File: config.mk
export PLATFORM = sky130hd
export DESIGN_NAME = module_command_mailbox_engine
export DESIGN_NICKNAME = d
export VERILOG_FILES = /design/src/mailbox_pkg.sv /design/src/module_command_mailbox_engine.sv
export SDC_FILE = /design/constraint.sdc
export NUM_CORES = 1
export LEC_CHECK = 0
export BUFFER_PORTS_ARGS = -buffer_cell sky130_fd_sc_hd__buf_2
export CORE_MARGIN = 2
export CORE_UTILIZATION = 45
export CTS_CLUSTER_SIZE = 16
export DETAILED_ROUTE_END_ITERATION = 16
export PLACE_DENSITY = 0.7
export RECOVER_POWER = 50
export REMOVE_ABC_BUFFERS = 1
export SETUP_SLACK_MARGIN = 0.2
export SYNTH_ARGS = -nofsm -noshare
export SYNTH_HDL_FRONTEND = slang
export SYNTH_SLANG_ARGS = --single-unit
File: constraint.sdc
create_clock -name clk_sys -period 6.9 [get_ports clk_sys]
set_input_delay 1.38 -clock clk_sys [delete_from_list [all_inputs] [get_ports clk_sys]]
set_output_delay 1.38 -clock clk_sys [all_outputs]
set_load 0.1 [all_outputs]
File: src/mailbox_pkg.sv
package mailbox_pkg;

   // register bus geometry: address is {bank, byte}
   localparam int          ADDR_W          = 9;
   localparam int          DATA_W          = 8;
   localparam int          ID_W            = 16;
   localparam int          MAX_INST        = 2;

   // lower page, visible from either bank
   localparam logic [7:0]  OFS_FLAG        = 8'h08;
   localparam logic [7:0]  OFS_MASK        = 8'h1F;
   localparam logic [7:0]  OFS_STAT1       = 8'h25;
   localparam logic [7:0]  OFS_STAT2       = 8'h26;
   localparam logic [7:0]  OFS_CAP         = 8'hA3;
   // message page, one copy per bank
   localparam logic [7:0]  OFS_ID_HI       = 8'h80;
   localparam logic [7:0]  OFS_TRIG        = 8'h81;
   localparam logic [7:0]  OFS_CHK         = 8'h85;
   localparam logic [7:0]  OFS_REPLY       = 8'h88;

   // field positions
   localparam int          FLAG_POS0       = 6;
   localparam int          STAT_BUSY_POS   = 7;
   localparam int          CAP_MODE_POS    = 5;
   localparam int          CAP_STOP_POS    = 0;

   // capability mode codes in bits 7..5
   localparam logic [2:0]  CAP_FG_ONE      = 3'h0;
   localparam logic [2:0]  CAP_FG_TWO      = 3'h2;
   localparam logic [2:0]  CAP_BG_ONE      = 3'h3;
   localparam logic [2:0]  CAP_BG_TWO      = 3'h5;

   // reset values
   localparam logic [7:0]  MASK_RST        = 8'h00;
   localparam logic [7:0]  STAT_RST        = 8'h00;
   localparam logic [1:0]  FLAG_RST        = 2'h0;

   // status codes: bit 7 busy, bit 6 failed
   localparam logic [7:0]  STAT_IN_PROG    = 8'h81;
   localparam logic [7:0]  STAT_SUCCESS    = 8'h01;
   localparam logic [7:0]  STAT_FAIL_EXEC  = 8'h42;
   localparam logic [7:0]  STAT_FAIL_ID    = 8'h43;
   localparam logic [7:0]  STAT_FAIL_CHK   = 8'h44;
   localparam logic [7:0]  STAT_ABORTED    = 8'h45;

   localparam logic [15:0] ABORT_ID        = 16'h0004;

   // capture hold-off: link clock edges, bounded by a time in case the clock stops
   localparam logic [3:0]  CAPTURE_EDGES   = 4'h2;
   localparam int          CLK_PERIOD_NS   = 10;
   localparam int          CAPTURE_MAX_NS  = 1000;
   localparam int          CAPTURE_MAX_CYC = CAPTURE_MAX_NS / CLK_PERIOD_NS;

   typedef enum logic [2:0] {
      ST_IDLE    = 3'b000,
      ST_CAPTURE = 3'b001,
      ST_EXEC    = 3'b010,
      ST_STATUS  = 3'b011,
      ST_FLAG    = 3'b100
   } inst_state_t;

   // advertised command set, the same for every instance
   function automatic logic cmd_supported(input logic [15:0] id);
      cmd_supported = (id <= 16'h0004) ||
                      (id == 16'h0040) || (id == 16'h0041) ||
                      ((id >= 16'h0100) && (id <= 16'h010A));
   endfunction : cmd_supported

endpackage : mailbox_pkg

File: src/module_command_mailbox_engine.sv
`timescale 1ns/1ps
module module_command_mailbox_engine #(
   parameter int NUM_INST        = 2,
   parameter bit BACKGROUND      = 1'b1,
   parameter bit TRIGGER_ON_STOP = 1'b0
) (
   input  wire logic                                                  clk_sys,
   input  wire logic                                                  resetn,
   input  wire logic [mailbox_pkg::ADDR_W-1:0]                        regAddr,
   input  wire logic [mailbox_pkg::DATA_W-1:0]                        regWrData,
   input  wire logic                                                  regWrEn,
   input  wire logic                                                  regRdEn,
   output logic      [mailbox_pkg::DATA_W-1:0]                        regRdData,
   output logic                                                       accessRefused,
   input  wire logic                                                  linkClk,
   input  wire logic                                                  linkStop,
   output logic      [mailbox_pkg::MAX_INST-1:0]                      execStart,
   output logic      [mailbox_pkg::MAX_INST-1:0]                      execAbort,
   output logic      [mailbox_pkg::MAX_INST-1:0][mailbox_pkg::ID_W-1:0] execCmdId,
   input  wire logic [mailbox_pkg::MAX_INST-1:0]                      execDone,
   input  wire logic [mailbox_pkg::MAX_INST-1:0]                      execFail,
   input  wire logic [mailbox_pkg::MAX_INST-1:0][mailbox_pkg::DATA_W-1:0] execReply,
   output logic                                                       irqN
);
   import mailbox_pkg::*;

   localparam logic [2:0] CAP_MODE = BACKGROUND ? ((NUM_INST == 2) ? CAP_BG_TWO : CAP_BG_ONE)
                                                : ((NUM_INST == 2) ? CAP_FG_TWO : CAP_FG_ONE);

   // link clock sampling: stage 1 only feeds stage 2
   logic        lnkSync1_r;
   logic        lnkSync2_r;
   logic        lnkSync3_r;
   logic        linkEdge;

   // per-instance state
   inst_state_t state_r   [MAX_INST];
   inst_state_t state_nxt [MAX_INST];
   logic [7:0]  idHi_r    [MAX_INST];
   logic [7:0]  idHi_nxt  [MAX_INST];
   logic [7:0]  idLo_r    [MAX_INST];
   logic [7:0]  idLo_nxt  [MAX_INST];
   logic [7:0]  chk_r     [MAX_INST];
   logic [7:0]  chk_nxt   [MAX_INST];
   logic [7:0]  reply_r   [MAX_INST];
   logic [7:0]  reply_nxt [MAX_INST];
   logic [7:0]  status_r  [MAX_INST];
   logic [7:0]  status_nxt[MAX_INST];
   logic [7:0]  result_r  [MAX_INST];
   logic [7:0]  result_nxt[MAX_INST];
   logic [3:0]  edgeCnt_r [MAX_INST];
   logic [3:0]  edgeCnt_nxt[MAX_INST];
   logic [15:0] timer_r   [MAX_INST];
   logic [15:0] timer_nxt [MAX_INST];
   logic        arm_r     [MAX_INST];
   logic        arm_nxt   [MAX_INST];
   logic [MAX_INST-1:0][ID_W-1:0] execCmdId_nxt;
   logic [MAX_INST-1:0]           execStart_nxt;
   logic [MAX_INST-1:0]           execAbort_nxt;

   // shared registers
   logic [1:0]  flag_r;
   logic [1:0]  flag_nxt;
   logic [1:0]  mask_r;
   logic [1:0]  mask_nxt;
   logic [7:0]  rdData_nxt;
   logic        irqN_nxt;

   // decode helpers
   logic        refuse;
   logic        wrOk;
   logic        rdOk;
   logic [7:0]  byteAddr;
   logic        bankSel;
   logic        anyBusy;
   logic        anyCapture;
   logic        trigWrite;
   logic        fire;
   logic [15:0] cmdNow;
   logic [7:0]  chkCalc;

   assign byteAddr = regAddr[7:0];
   assign bankSel  = regAddr[8];

   always_ff @(posedge clk_sys) begin
      if (!resetn) begin
         lnkSync1_r <= 1'b0;
         lnkSync2_r <= 1'b0;
         lnkSync3_r <= 1'b0;
      end else begin
         lnkSync1_r <= linkClk;
         lnkSync2_r <= lnkSync1_r;
         lnkSync3_r <= lnkSync2_r;
      end
   end

   assign linkEdge = lnkSync2_r & ~lnkSync3_r;

   // refusal: foreground holds off for the whole command, background only while capturing
   always_comb begin
      anyBusy    = 1'b0;
      anyCapture = 1'b0;
      for (int i = 0; i < MAX_INST; i++) begin
         if (state_r[i] != ST_IDLE) begin
            anyBusy = 1'b1;
         end
         if (state_r[i] == ST_CAPTURE) begin
            anyCapture = 1'b1;
         end
      end
      refuse = BACKGROUND ? anyCapture : anyBusy;
      wrOk   = regWrEn && !refuse;
      rdOk   = regRdEn && !refuse;
   end

   assign accessRefused = refuse & (regWrEn | regRdEn);

   // instance engines
   always_comb begin
      trigWrite     = 1'b0;
      fire          = 1'b0;
      cmdNow        = '0;
      chkCalc       = '0;
      flag_nxt      = flag_r;
      mask_nxt      = mask_r;
      execStart_nxt = '0;
      execAbort_nxt = '0;
      execCmdId_nxt = execCmdId;

      // reading the flag byte clears it; a completion in the same cycle still lands
      if (rdOk && (byteAddr == OFS_FLAG)) begin
         flag_nxt = '0;
      end
      if (wrOk && (byteAddr == OFS_MASK)) begin
         mask_nxt = regWrData[FLAG_POS0 +: 2];
      end

      for (int i = 0; i < MAX_INST; i++) begin
         state_nxt[i]   = state_r[i];
         idHi_nxt[i]    = idHi_r[i];
         idLo_nxt[i]    = idLo_r[i];
         chk_nxt[i]     = chk_r[i];
         reply_nxt[i]   = reply_r[i];
         status_nxt[i]  = status_r[i];
         result_nxt[i]  = result_r[i];
         edgeCnt_nxt[i] = edgeCnt_r[i];
         timer_nxt[i]   = timer_r[i];
         arm_nxt[i]     = arm_r[i];

         if (i < NUM_INST) begin
            if (wrOk && (bankSel == i[0]) && (byteAddr == OFS_ID_HI)) begin
               idHi_nxt[i] = regWrData;
            end
            if (wrOk && (bankSel == i[0]) && (byteAddr == OFS_CHK)) begin
               chk_nxt[i] = regWrData;
            end
            trigWrite = wrOk && (bankSel == i[0]) && (byteAddr == OFS_TRIG);
            if (trigWrite) begin
               idLo_nxt[i] = regWrData;
            end
            // stop mode: the trigger byte arms, the end of the write burst launches
            if (TRIGGER_ON_STOP) begin
               fire   = linkStop && arm_r[i];
               cmdNow = {idHi_r[i], idLo_r[i]};
               if (trigWrite) begin
                  arm_nxt[i] = 1'b1;
               end else if (linkStop) begin
                  arm_nxt[i] = 1'b0;
               end
            end else begin
               fire   = trigWrite;
               cmdNow = {idHi_r[i], regWrData};
            end
         end else begin
            fire   = 1'b0;
            cmdNow = '0;
         end

         chkCalc = ~(execCmdId[i][15:8] + execCmdId[i][7:0]);

         case (state_r[i])
            ST_IDLE: begin
               // outside stop mode, foreground never gets here with another command running: access is refused
               if (fire) begin
                  state_nxt[i]     = ST_CAPTURE;
                  execCmdId_nxt[i] = cmdNow;
                  status_nxt[i]    = STAT_IN_PROG;
                  edgeCnt_nxt[i]   = '0;
                  timer_nxt[i]     = '0;
               end
            end
            ST_CAPTURE: begin
               if (linkEdge) begin
                  edgeCnt_nxt[i] = edgeCnt_r[i] + 4'h1;
               end
               timer_nxt[i] = timer_r[i] + 16'h0001;
               if ((edgeCnt_r[i] >= CAPTURE_EDGES) || (timer_r[i] >= 16'(CAPTURE_MAX_CYC))) begin
                  if (chk_r[i] != chkCalc) begin
                     result_nxt[i] = STAT_FAIL_CHK;
                     state_nxt[i]  = ST_STATUS;
                  end else if (!cmd_supported(execCmdId[i])) begin
                     result_nxt[i] = STAT_FAIL_ID;
                     state_nxt[i]  = ST_STATUS;
                  end else begin
                     execStart_nxt[i] = 1'b1;
                     state_nxt[i]     = ST_EXEC;
                  end
               end
            end
            ST_EXEC: begin
               if (fire && (cmdNow == ABORT_ID)) begin
                  execAbort_nxt[i] = 1'b1;
                  result_nxt[i]    = STAT_ABORTED;
                  state_nxt[i]     = ST_STATUS;
               end else if (execDone[i]) begin
                  result_nxt[i] = execFail[i] ? STAT_FAIL_EXEC : STAT_SUCCESS;
                  reply_nxt[i]  = execReply[i];
                  state_nxt[i]  = ST_STATUS;
               end
               // any other command while busy is dropped on the floor
            end
            ST_STATUS: begin
               status_nxt[i] = result_r[i];
               state_nxt[i]  = ST_FLAG;
            end
            ST_FLAG: begin
               flag_nxt[i]  = 1'b1;
               state_nxt[i] = ST_IDLE;
            end
            default: begin
               state_nxt[i] = ST_IDLE;
            end
         endcase
      end
   end

   // interrupt is registered so irqN falls the cycle after the flag
   always_comb begin
      irqN_nxt = ~|(flag_r & ~mask_r);
   end

   // read data, valid only in the cycle after the strobe
   always_comb begin
      rdData_nxt = '0;
      if (rdOk) begin
         case (byteAddr)
            OFS_FLAG:  rdData_nxt = {flag_r, 6'h00};
            OFS_MASK:  rdData_nxt = {mask_r, 6'h00};
            OFS_STAT1: rdData_nxt = status_r[0];
            OFS_STAT2: rdData_nxt = (NUM_INST == 2) ? status_r[1] : 8'h00;
            OFS_CAP:   rdData_nxt = {CAP_MODE, 4'h0, TRIGGER_ON_STOP};
            OFS_ID_HI: rdData_nxt = (int'(bankSel) < NUM_INST) ? idHi_r[bankSel] : 8'h00;
            OFS_TRIG:  rdData_nxt = (int'(bankSel) < NUM_INST) ? idLo_r[bankSel] : 8'h00;
            OFS_CHK:   rdData_nxt = (int'(bankSel) < NUM_INST) ? chk_r[bankSel] : 8'h00;
            OFS_REPLY: rdData_nxt = (int'(bankSel) < NUM_INST) ? reply_r[bankSel] : 8'h00;
            default:   rdData_nxt = 8'h00;
         endcase
      end
   end

   always_ff @(posedge clk_sys) begin
      if (!resetn) begin
         for (int i = 0; i < MAX_INST; i++) begin
            state_r[i]   <= ST_IDLE;
            idHi_r[i]    <= 8'h00;
            idLo_r[i]    <= 8'h00;
            chk_r[i]     <= 8'h00;
            reply_r[i]   <= 8'h00;
            status_r[i]  <= STAT_RST;
            result_r[i]  <= STAT_RST;
            edgeCnt_r[i] <= 4'h0;
            timer_r[i]   <= 16'h0000;
            arm_r[i]     <= 1'b0;
         end
         execCmdId <= '0;
         execStart <= '0;
         execAbort <= '0;
         flag_r    <= FLAG_RST;
         mask_r    <= MASK_RST[FLAG_POS0 +: 2];
         regRdData <= 8'h00;
         irqN      <= 1'b1;
      end else begin
         for (int i = 0; i < MAX_INST; i++) begin
            state_r[i]   <= state_nxt[i];
            idHi_r[i]    <= idHi_nxt[i];
            idLo_r[i]    <= idLo_nxt[i];
            chk_r[i]     <= chk_nxt[i];
            reply_r[i]   <= reply_nxt[i];
            status_r[i]  <= status_nxt[i];
            result_r[i]  <= result_nxt[i];
            edgeCnt_r[i] <= edgeCnt_nxt[i];
            timer_r[i]   <= timer_nxt[i];
            arm_r[i]     <= arm_nxt[i];
         end
         execCmdId <= execCmdId_nxt;
         execStart <= execStart_nxt;
         execAbort <= execAbort_nxt;
         flag_r    <= flag_nxt;
         mask_r    <= mask_nxt;
         regRdData <= rdData_nxt;
         irqN      <= irqN_nxt;
      end
   end

endmodule : module_command_mailbox_engine

## After elaboration in Yosys (flattened, before gate mapping)

Memory sizes are Yosys's and may differ from the RTL's.
Cells that the tools add are included.

| storage, ports and cells | value |
|---|---|
| ROM bits | 0 |
| logic and storage cells | 230 |
| memory bits (writable) | 142 |
| flip-flop bits (word level) | 52 |
| bits in latches | 0 |
| memories | 9 |

| cells by class | value |
|---|---|
| reductions and logical operators | 42 |
| mux-type cells | 84 |
| div/mod/pow operators | 0 |
| eq/ne operators | 33 |
| add/sub/neg operators | 6 |
| bitwise gates (word level) | 32 |
| multiply operators | 0 |
| shift operators | 0 |
| order comparisons | 10 |

Memory list:

| memory | words | bits a word | read ports | clocked after Yosys merged registers in | write ports | RTL line | source |
|---|---|---|---|---|---|---|---|
| timer_r | 2 | 16 | 2 | 0 | 2 | module_command_mailbox_engine.sv:53 | `logic [15:0] timer_r [MAX_INST];` |
| chk_r | 2 | 8 | 3 | 0 | 2 | module_command_mailbox_engine.sv:43 | `logic [7:0] chk_r [MAX_INST];` |
| idHi_r | 2 | 8 | 3 | 0 | 2 | module_command_mailbox_engine.sv:39 | `logic [7:0] idHi_r [MAX_INST];` |
| idLo_r | 2 | 8 | 1 | 0 | 2 | module_command_mailbox_engine.sv:41 | `logic [7:0] idLo_r [MAX_INST];` |
| reply_r | 2 | 8 | 1 | 0 | 2 | module_command_mailbox_engine.sv:45 | `logic [7:0] reply_r [MAX_INST];` |
| result_r | 2 | 8 | 2 | 0 | 2 | module_command_mailbox_engine.sv:49 | `logic [7:0] result_r [MAX_INST];` |
| +3 memories | n/a | n/a | n/a | n/a | n/a | n/a |  |

Operators by type and width:

| cell | count |
|---|---|
| two-way mux 8 bit | 36 |
| one-hot mux 8 bit (9 select lines) | 1 |
| == test 16 x 7 -> 1 bit (second input constant) | 4 |
| two-way mux 16 bit | 4 |
| one-hot mux 16 bit (2 select lines) | 2 |
| one-hot mux 8 bit (2 select lines) | 4 |
| == test 8 bit (second input constant) | 5 |
| adder 16 x 1 -> 16 bit (second input constant) | 2 |
| == test 16 x 3 -> 1 bit (second input constant) | 2 |
| greater-or-equal comparator 16 x 7 -> 1 bit (second input constant) | 2 |
| greater-or-equal comparator 16 x 9 -> 1 bit (second input constant) | 2 |
| <= comparator 16 x 3 -> 1 bit (second input constant) | 2 |
| <= comparator 16 x 9 -> 1 bit (second input constant) | 2 |
| two-way mux 3 bit | 10 |
| two-way mux 4 bit | 6 |
| one-hot mux 3 bit (4 select lines) | 2 |
| OR 1 bit | 19 |
| adder 8 bit | 2 |
| == test 8 x 6 -> 1 bit (second input constant) | 2 |
| logical AND 1 bit | 16 |
| != test 8 bit | 2 |
| NOT 8 bit | 2 |
| one-hot mux 4 bit (2 select lines) | 2 |
| two-way mux 1 bit | 14 |
| other kinds (24) | 62 |

## Longest topological paths before layout

An unclocked memory read counts as a cell.

| depth | value |
|---|---|
| depth after elaboration | 12 |
| gate-level depth with buffers | 11 |
| mapped depth without buffers | 10 |

## Least setup slack after synthesis

OpenSTA, ideal clock, no wires.

| path | value |
|---|---|
| path type | input-to-output |
| from | input port regWrEn |
| to | output port accessRefused |
| stages | 2 |
| buffers on the path | 0 |
| path slack | 2,853 ps |
| data required time | 5,520 ps |
| arrival time | 2,667 ps |
| cells stage by stage | nor2_1 > nor2_1 |

| on the way | value |
|---|---|
| cells in the longest elaborated chain, start to end | 2 |

Ends and longest elaborated chain:

| item | RTL line | source |
|---|---|---|
| start: declaration | module_command_mailbox_engine.sv:11 | `input wire logic regWrEn,` |
| OR 1 bit | module_command_mailbox_engine.sv:116 | `assign accessRefused = refuse & (regWrEn \| regRdEn);` |
| AND 1 bit | module_command_mailbox_engine.sv:116 |  |
| end: declaration | module_command_mailbox_engine.sv:14 | `output logic accessRefused,` |

No other way between the ends.

==> out/summary.json <==
{
  "critical_path": {
    "critical_path_peak_fanout": 60,
    "cpMaxStageDelayCell": "sky130_fd_sc_hd__clkbuf_1",
    "cp_common_cell": "sky130_fd_sc_hd__clkbuf_1",
    "critical_path_arrival_ns": 5.46,
    "required_time_of_the_critical_path_ns": 7.23,
    "crit_type": "input pin to register",
    "worstPathCellList": "buf_2, clkbuf_1, clkinvlp_2, buf_4, clkbuf_1, nor3_1, a32o_1",
    "worstSetupStartpoint": "resetn",
    "r2r_start": "state_r[0][4]$_SDFFE_PN0P_",
    "critPathLaunchType": "input pin",
    "critPathCaptureType": "register",
    "slowest_delay_ns": 1.81
  },
  "floorplan": {
    "core_outline_area_mm2": 0.0195,
    "die_width_um": 146,
    "floorplan.initialDensity": 0.461,
    "die_area_mm2": 0.0212,
    "floorplan.io_pins": 89,
    "floorplan.die.height_um": 146,
    "floorplan.rows": 51
  },
  "yosys": {
    "synth.lib_cells_used.distinct": 89,
    "synthesis.yosys.warnings": 0,
    "post_synth_inst_count": 1017,
    "seq_area_frac_synth": 0.435,
    "yosys_register_bits": 180,
    "dominantRegCellSynth": "sky130_fd_sc_hd__dfxtp_1",
    "synth-edff-count": 32,
    "synth_area_mm2": 0.00901,
    "synth_area_per_cell_um2": 8.86,
    "post_synth_arst_share": 0
  },
  "timing": {
    "finalMaxSlewViolations": 95,
    "post-route-period-util": 0.744,
    "finalHoldViolCount": 0,
    "final-setup-viol-count": 0,
    "max_slew_margin": -0.644,
    "worst_hold_slack_ns": 0.451,
    "setup_total_negative_slack_ns": 0,
    "rsz0062_at_grt": "false",
    "layout_min_cycle_time_ns": 5.13,
    "worst_slew_pin_slew_ns": 2.47,
    "fmaxAchievable_mhz": 195,
    "layout_skew_ns": 0.0148
  },
  "clocking": {
    "clk_path_buf_depth": 2,
    "cts_htree_levels": 4,
    "cts_root_buffer": "sky130_fd_sc_hd__clkbuf_16",
    "post_cts_buffers": 0,
    "cts.reportedPaths.clkPinSlew_ns": 0.07,
    "count_of_cells_resized_by_post_cts_repair": 0,
    "cts-hold-fix-buffers": 0,
    "cts_tree": "done",
    "numClockSinks": 180,
    "cts_buf_count": 17,
    "worst_skew_pair.late_latency_ns": 0.44
  },
  "power": {
    "static-leakage-power_uw": 0.00370,
    "clock_power_share": 0.452,
    "p_per_area_mw_per_mm2": 220,
    "share_comb_of_total_power": 0.060,
    "power.share.sequential": 0.488,
    "p_switching_uw": 566,
    "net_switching_share_of_the_total_power": 0.253,
    "peakVddDrop_mv": 0.182,
    "p_int_uw": 1670
  },
  "hold_path": {
    "min_from": "lnkSync1_r$_SDFF_PN0_",
    "hp-class": "register to register"
  },
  "global_routing": {
    "groute.usage.overall": 0.221,
    "grt_overflow_total": 0,
    "largest_net_degree_at_the_start_of_global_routing": 61,
    "grt_antenna_before_repair": 0,
    "global_route_wire_length_before_repair_um": 37700,
    "first_global_vias": 7096
  },
  "route": {
    "num_vias": 7851,
    "route.detailed.drc": 0,
    "first_iter_violations": 565,
    "routed_wire_length_per_instance_um": 17.6,
    "postRouteWirelength_um": 24000,
    "detail_route.vias_per_cell": 5.77,
    "route.antenna.remaining_nets": 0,
    "first_pass_iters": 7
  },
  "cells_and_area": {
    "post_route_cells_drive_above_1_share": 0.114,
    "antenna-diode-count": 0,
    "fin_cells": 1361,
    "utilization_after_layout": 0.519,
    "layout.nets": 1150,
    "area_growth_syn_to_layout_pct": 12.5
  },
  "placement": {
    "dp.final_hpwl_um": 17000,
    "port-buffer-count": 87,
    "dp_cells": 1329,
    "finalWeightedCongestion": 0.905
  },
  "job": {
    "cap_violations": 2
  },
  "run_status": {
    "violations": "max-capacitance violations, max-slew violations",
    "status": "finished with violations"
  }
}
-- metrics by stage --
step	area (µm²)	total power (µW)	worst slack [ns]
after CTS	10200	2250	3.03
final	10100	2230	1.77
after detailed placement	9610	1250	2.55
after global placement	9610	1240	2.60
after floorplan	8790	1180	2.85
after global routing	10100	2300	1.43
-- layout by cell type (no fill, tap or decap), drive strengths merged, types with 34 or more instances in the layout --
master  synthesis  final
dfxtp         148    148
buf            14     46
and2           34     34
nand2         126    126
nand3          45     45
nor2          114    114
o21ai          45     45
a21oi          81     81
clkbuf         33     65
mux2i          49     49
-- layout make-up --
class,count,area (µm²)
timing repair buffer,94,423
multi-input combinational,766,4760
sequential,180,3920
inverter,24,91.3
clock buffer,17,425
fill,1847,9390
tap,265,332
clock inverter,15,183
-- synth_stat cells (4+ instances only) --
master | count | share of area
sky130_fd_sc_hd__dfxtp_1 | 148 | 0.33
sky130_fd_sc_hd__nand2_1 | 125 | 0.052
sky130_fd_sc_hd__nor2_1 | 114 | 0.047
sky130_fd_sc_hd__a21oi_1 | 80 | 0.044
sky130_fd_sc_hd__mux2i_1 | 49 | 0.054
sky130_fd_sc_hd__o21ai_0 | 44 | 0.024
sky130_fd_sc_hd__nand3_1 | 43 | 0.024
sky130_fd_sc_hd__edfxtp_1 | 32 | 0.11
sky130_fd_sc_hd__and2_1 | 30 | 0.021
sky130_fd_sc_hd__clkbuf_1 | 30 | 0.012
sky130_fd_sc_hd__ha_1 | 22 | 0.031
sky130_fd_sc_hd__inv_1 | 21 | 0.0087
sky130_fd_sc_hd__nor3_1 | 19 | 0.011
sky130_fd_sc_hd__a31oi_1 | 18 | 0.012
sky130_fd_sc_hd__and3_1 | 16 | 0.011
sky130_fd_sc_hd__xnor2_1 | 15 | 0.015
sky130_fd_sc_hd__xor2_1 | 13 | 0.013
sky130_fd_sc_hd__buf_2 | 11 | 0.0061
sky130_fd_sc_hd__nor4_1 | 11 | 0.0076
sky130_fd_sc_hd__a221oi_1 | 10 | 0.0097
sky130_fd_sc_hd__nand4_1 | 9 | 0.0062
sky130_fd_sc_hd__or2_2 | 8 | 0.0056
sky130_fd_sc_hd__mux2_2 | 7 | 0.0087
sky130_fd_sc_hd__nand2b_1 | 7 | 0.0049
sky130_fd_sc_hd__or3_1 | 7 | 0.0049
sky130_fd_sc_hd__a211oi_1 | 6 | 0.0050
sky130_fd_sc_hd__nand3b_1 | 6 | 0.0050
sky130_fd_sc_hd__a2111oi_0 | 5 | 0.0049
sky130_fd_sc_hd__a222oi_1 | 4 | 0.0044
sky130_fd_sc_hd__a22oi_1 | 4 | 0.0033
sky130_fd_sc_hd__a41o_1 | 4 | 0.0044
sky130_fd_sc_hd__and4_1 | 4 | 0.0039
sky130_fd_sc_hd__nor2b_1 | 4 | 0.0028
-- power by group through the flow --
stage | clock (µW) | combinational (µW) | sequential (µW)
2_1_floorplan | 0 | 68.2 | 1110
3_3_place_gp | 0 | 131 | 1110
3_5_place_dp | 0 | 132 | 1110
4_1_cts | 1020 | 133 | 1090
5_1_grt | 1060 | 143 | 1090
6_report | 1010 | 133 | 1090
-- worst max-delay path, delay by kind of cell --
family / cells / cell delay, ns
AOI/OAI and AO/OA: 1 / 0.30
buffers and inverters: 5 / 3.62
and+or+nand+nor: 1 / 0.10
-- worst paths after layout --
path | cells after the start | end | slack, ns
min | 1 | lnkSync2_r$_SDFF_PN0_ | 0.45
max | 7 | timer_r[0][29]$_SDFFE_PN0P_ | 1.77
min reg2reg | 1 | lnkSync2_r$_SDFF_PN0_ | 0.45
max reg2reg | 7 | timer_r[0][14]$_SDFFE_PN0P_ | 3.28
-- flip-flops by register name (all words and copies together) (netlist names), 2 cells and up --
signal	cells
idLo_r	16
state_r	6
execStart	2
execAbort	2
execCmdId	32
edgeCnt_r	8
mask_r	2
status_r	10
flag_r	2
idHi_r	16
result_r	8
timer_r	32
reply_r	16
chk_r	16
regRdData	8
-- cell families (layout without fill, tap and decap cells) --
group           Yosys count  after routing  synth area share
mux                      57             57            0.0657
flops                   180            180             0.435
fa+ha+maj                24             24            0.0350
xor+xnor                 28             28            0.0272
compound gates          216            216             0.156
simple gates            441            441             0.246
buf+inv                  71            150            0.0343
-- layer usage --
layer,share of wire,GRT usage
met1,0.47,0.321
met2,0.45,0.337
met3,0.073,0.0414
met4,0.014,0.0598
met5,0,0
Note: power is estimated with default switching activity, not from simulation.
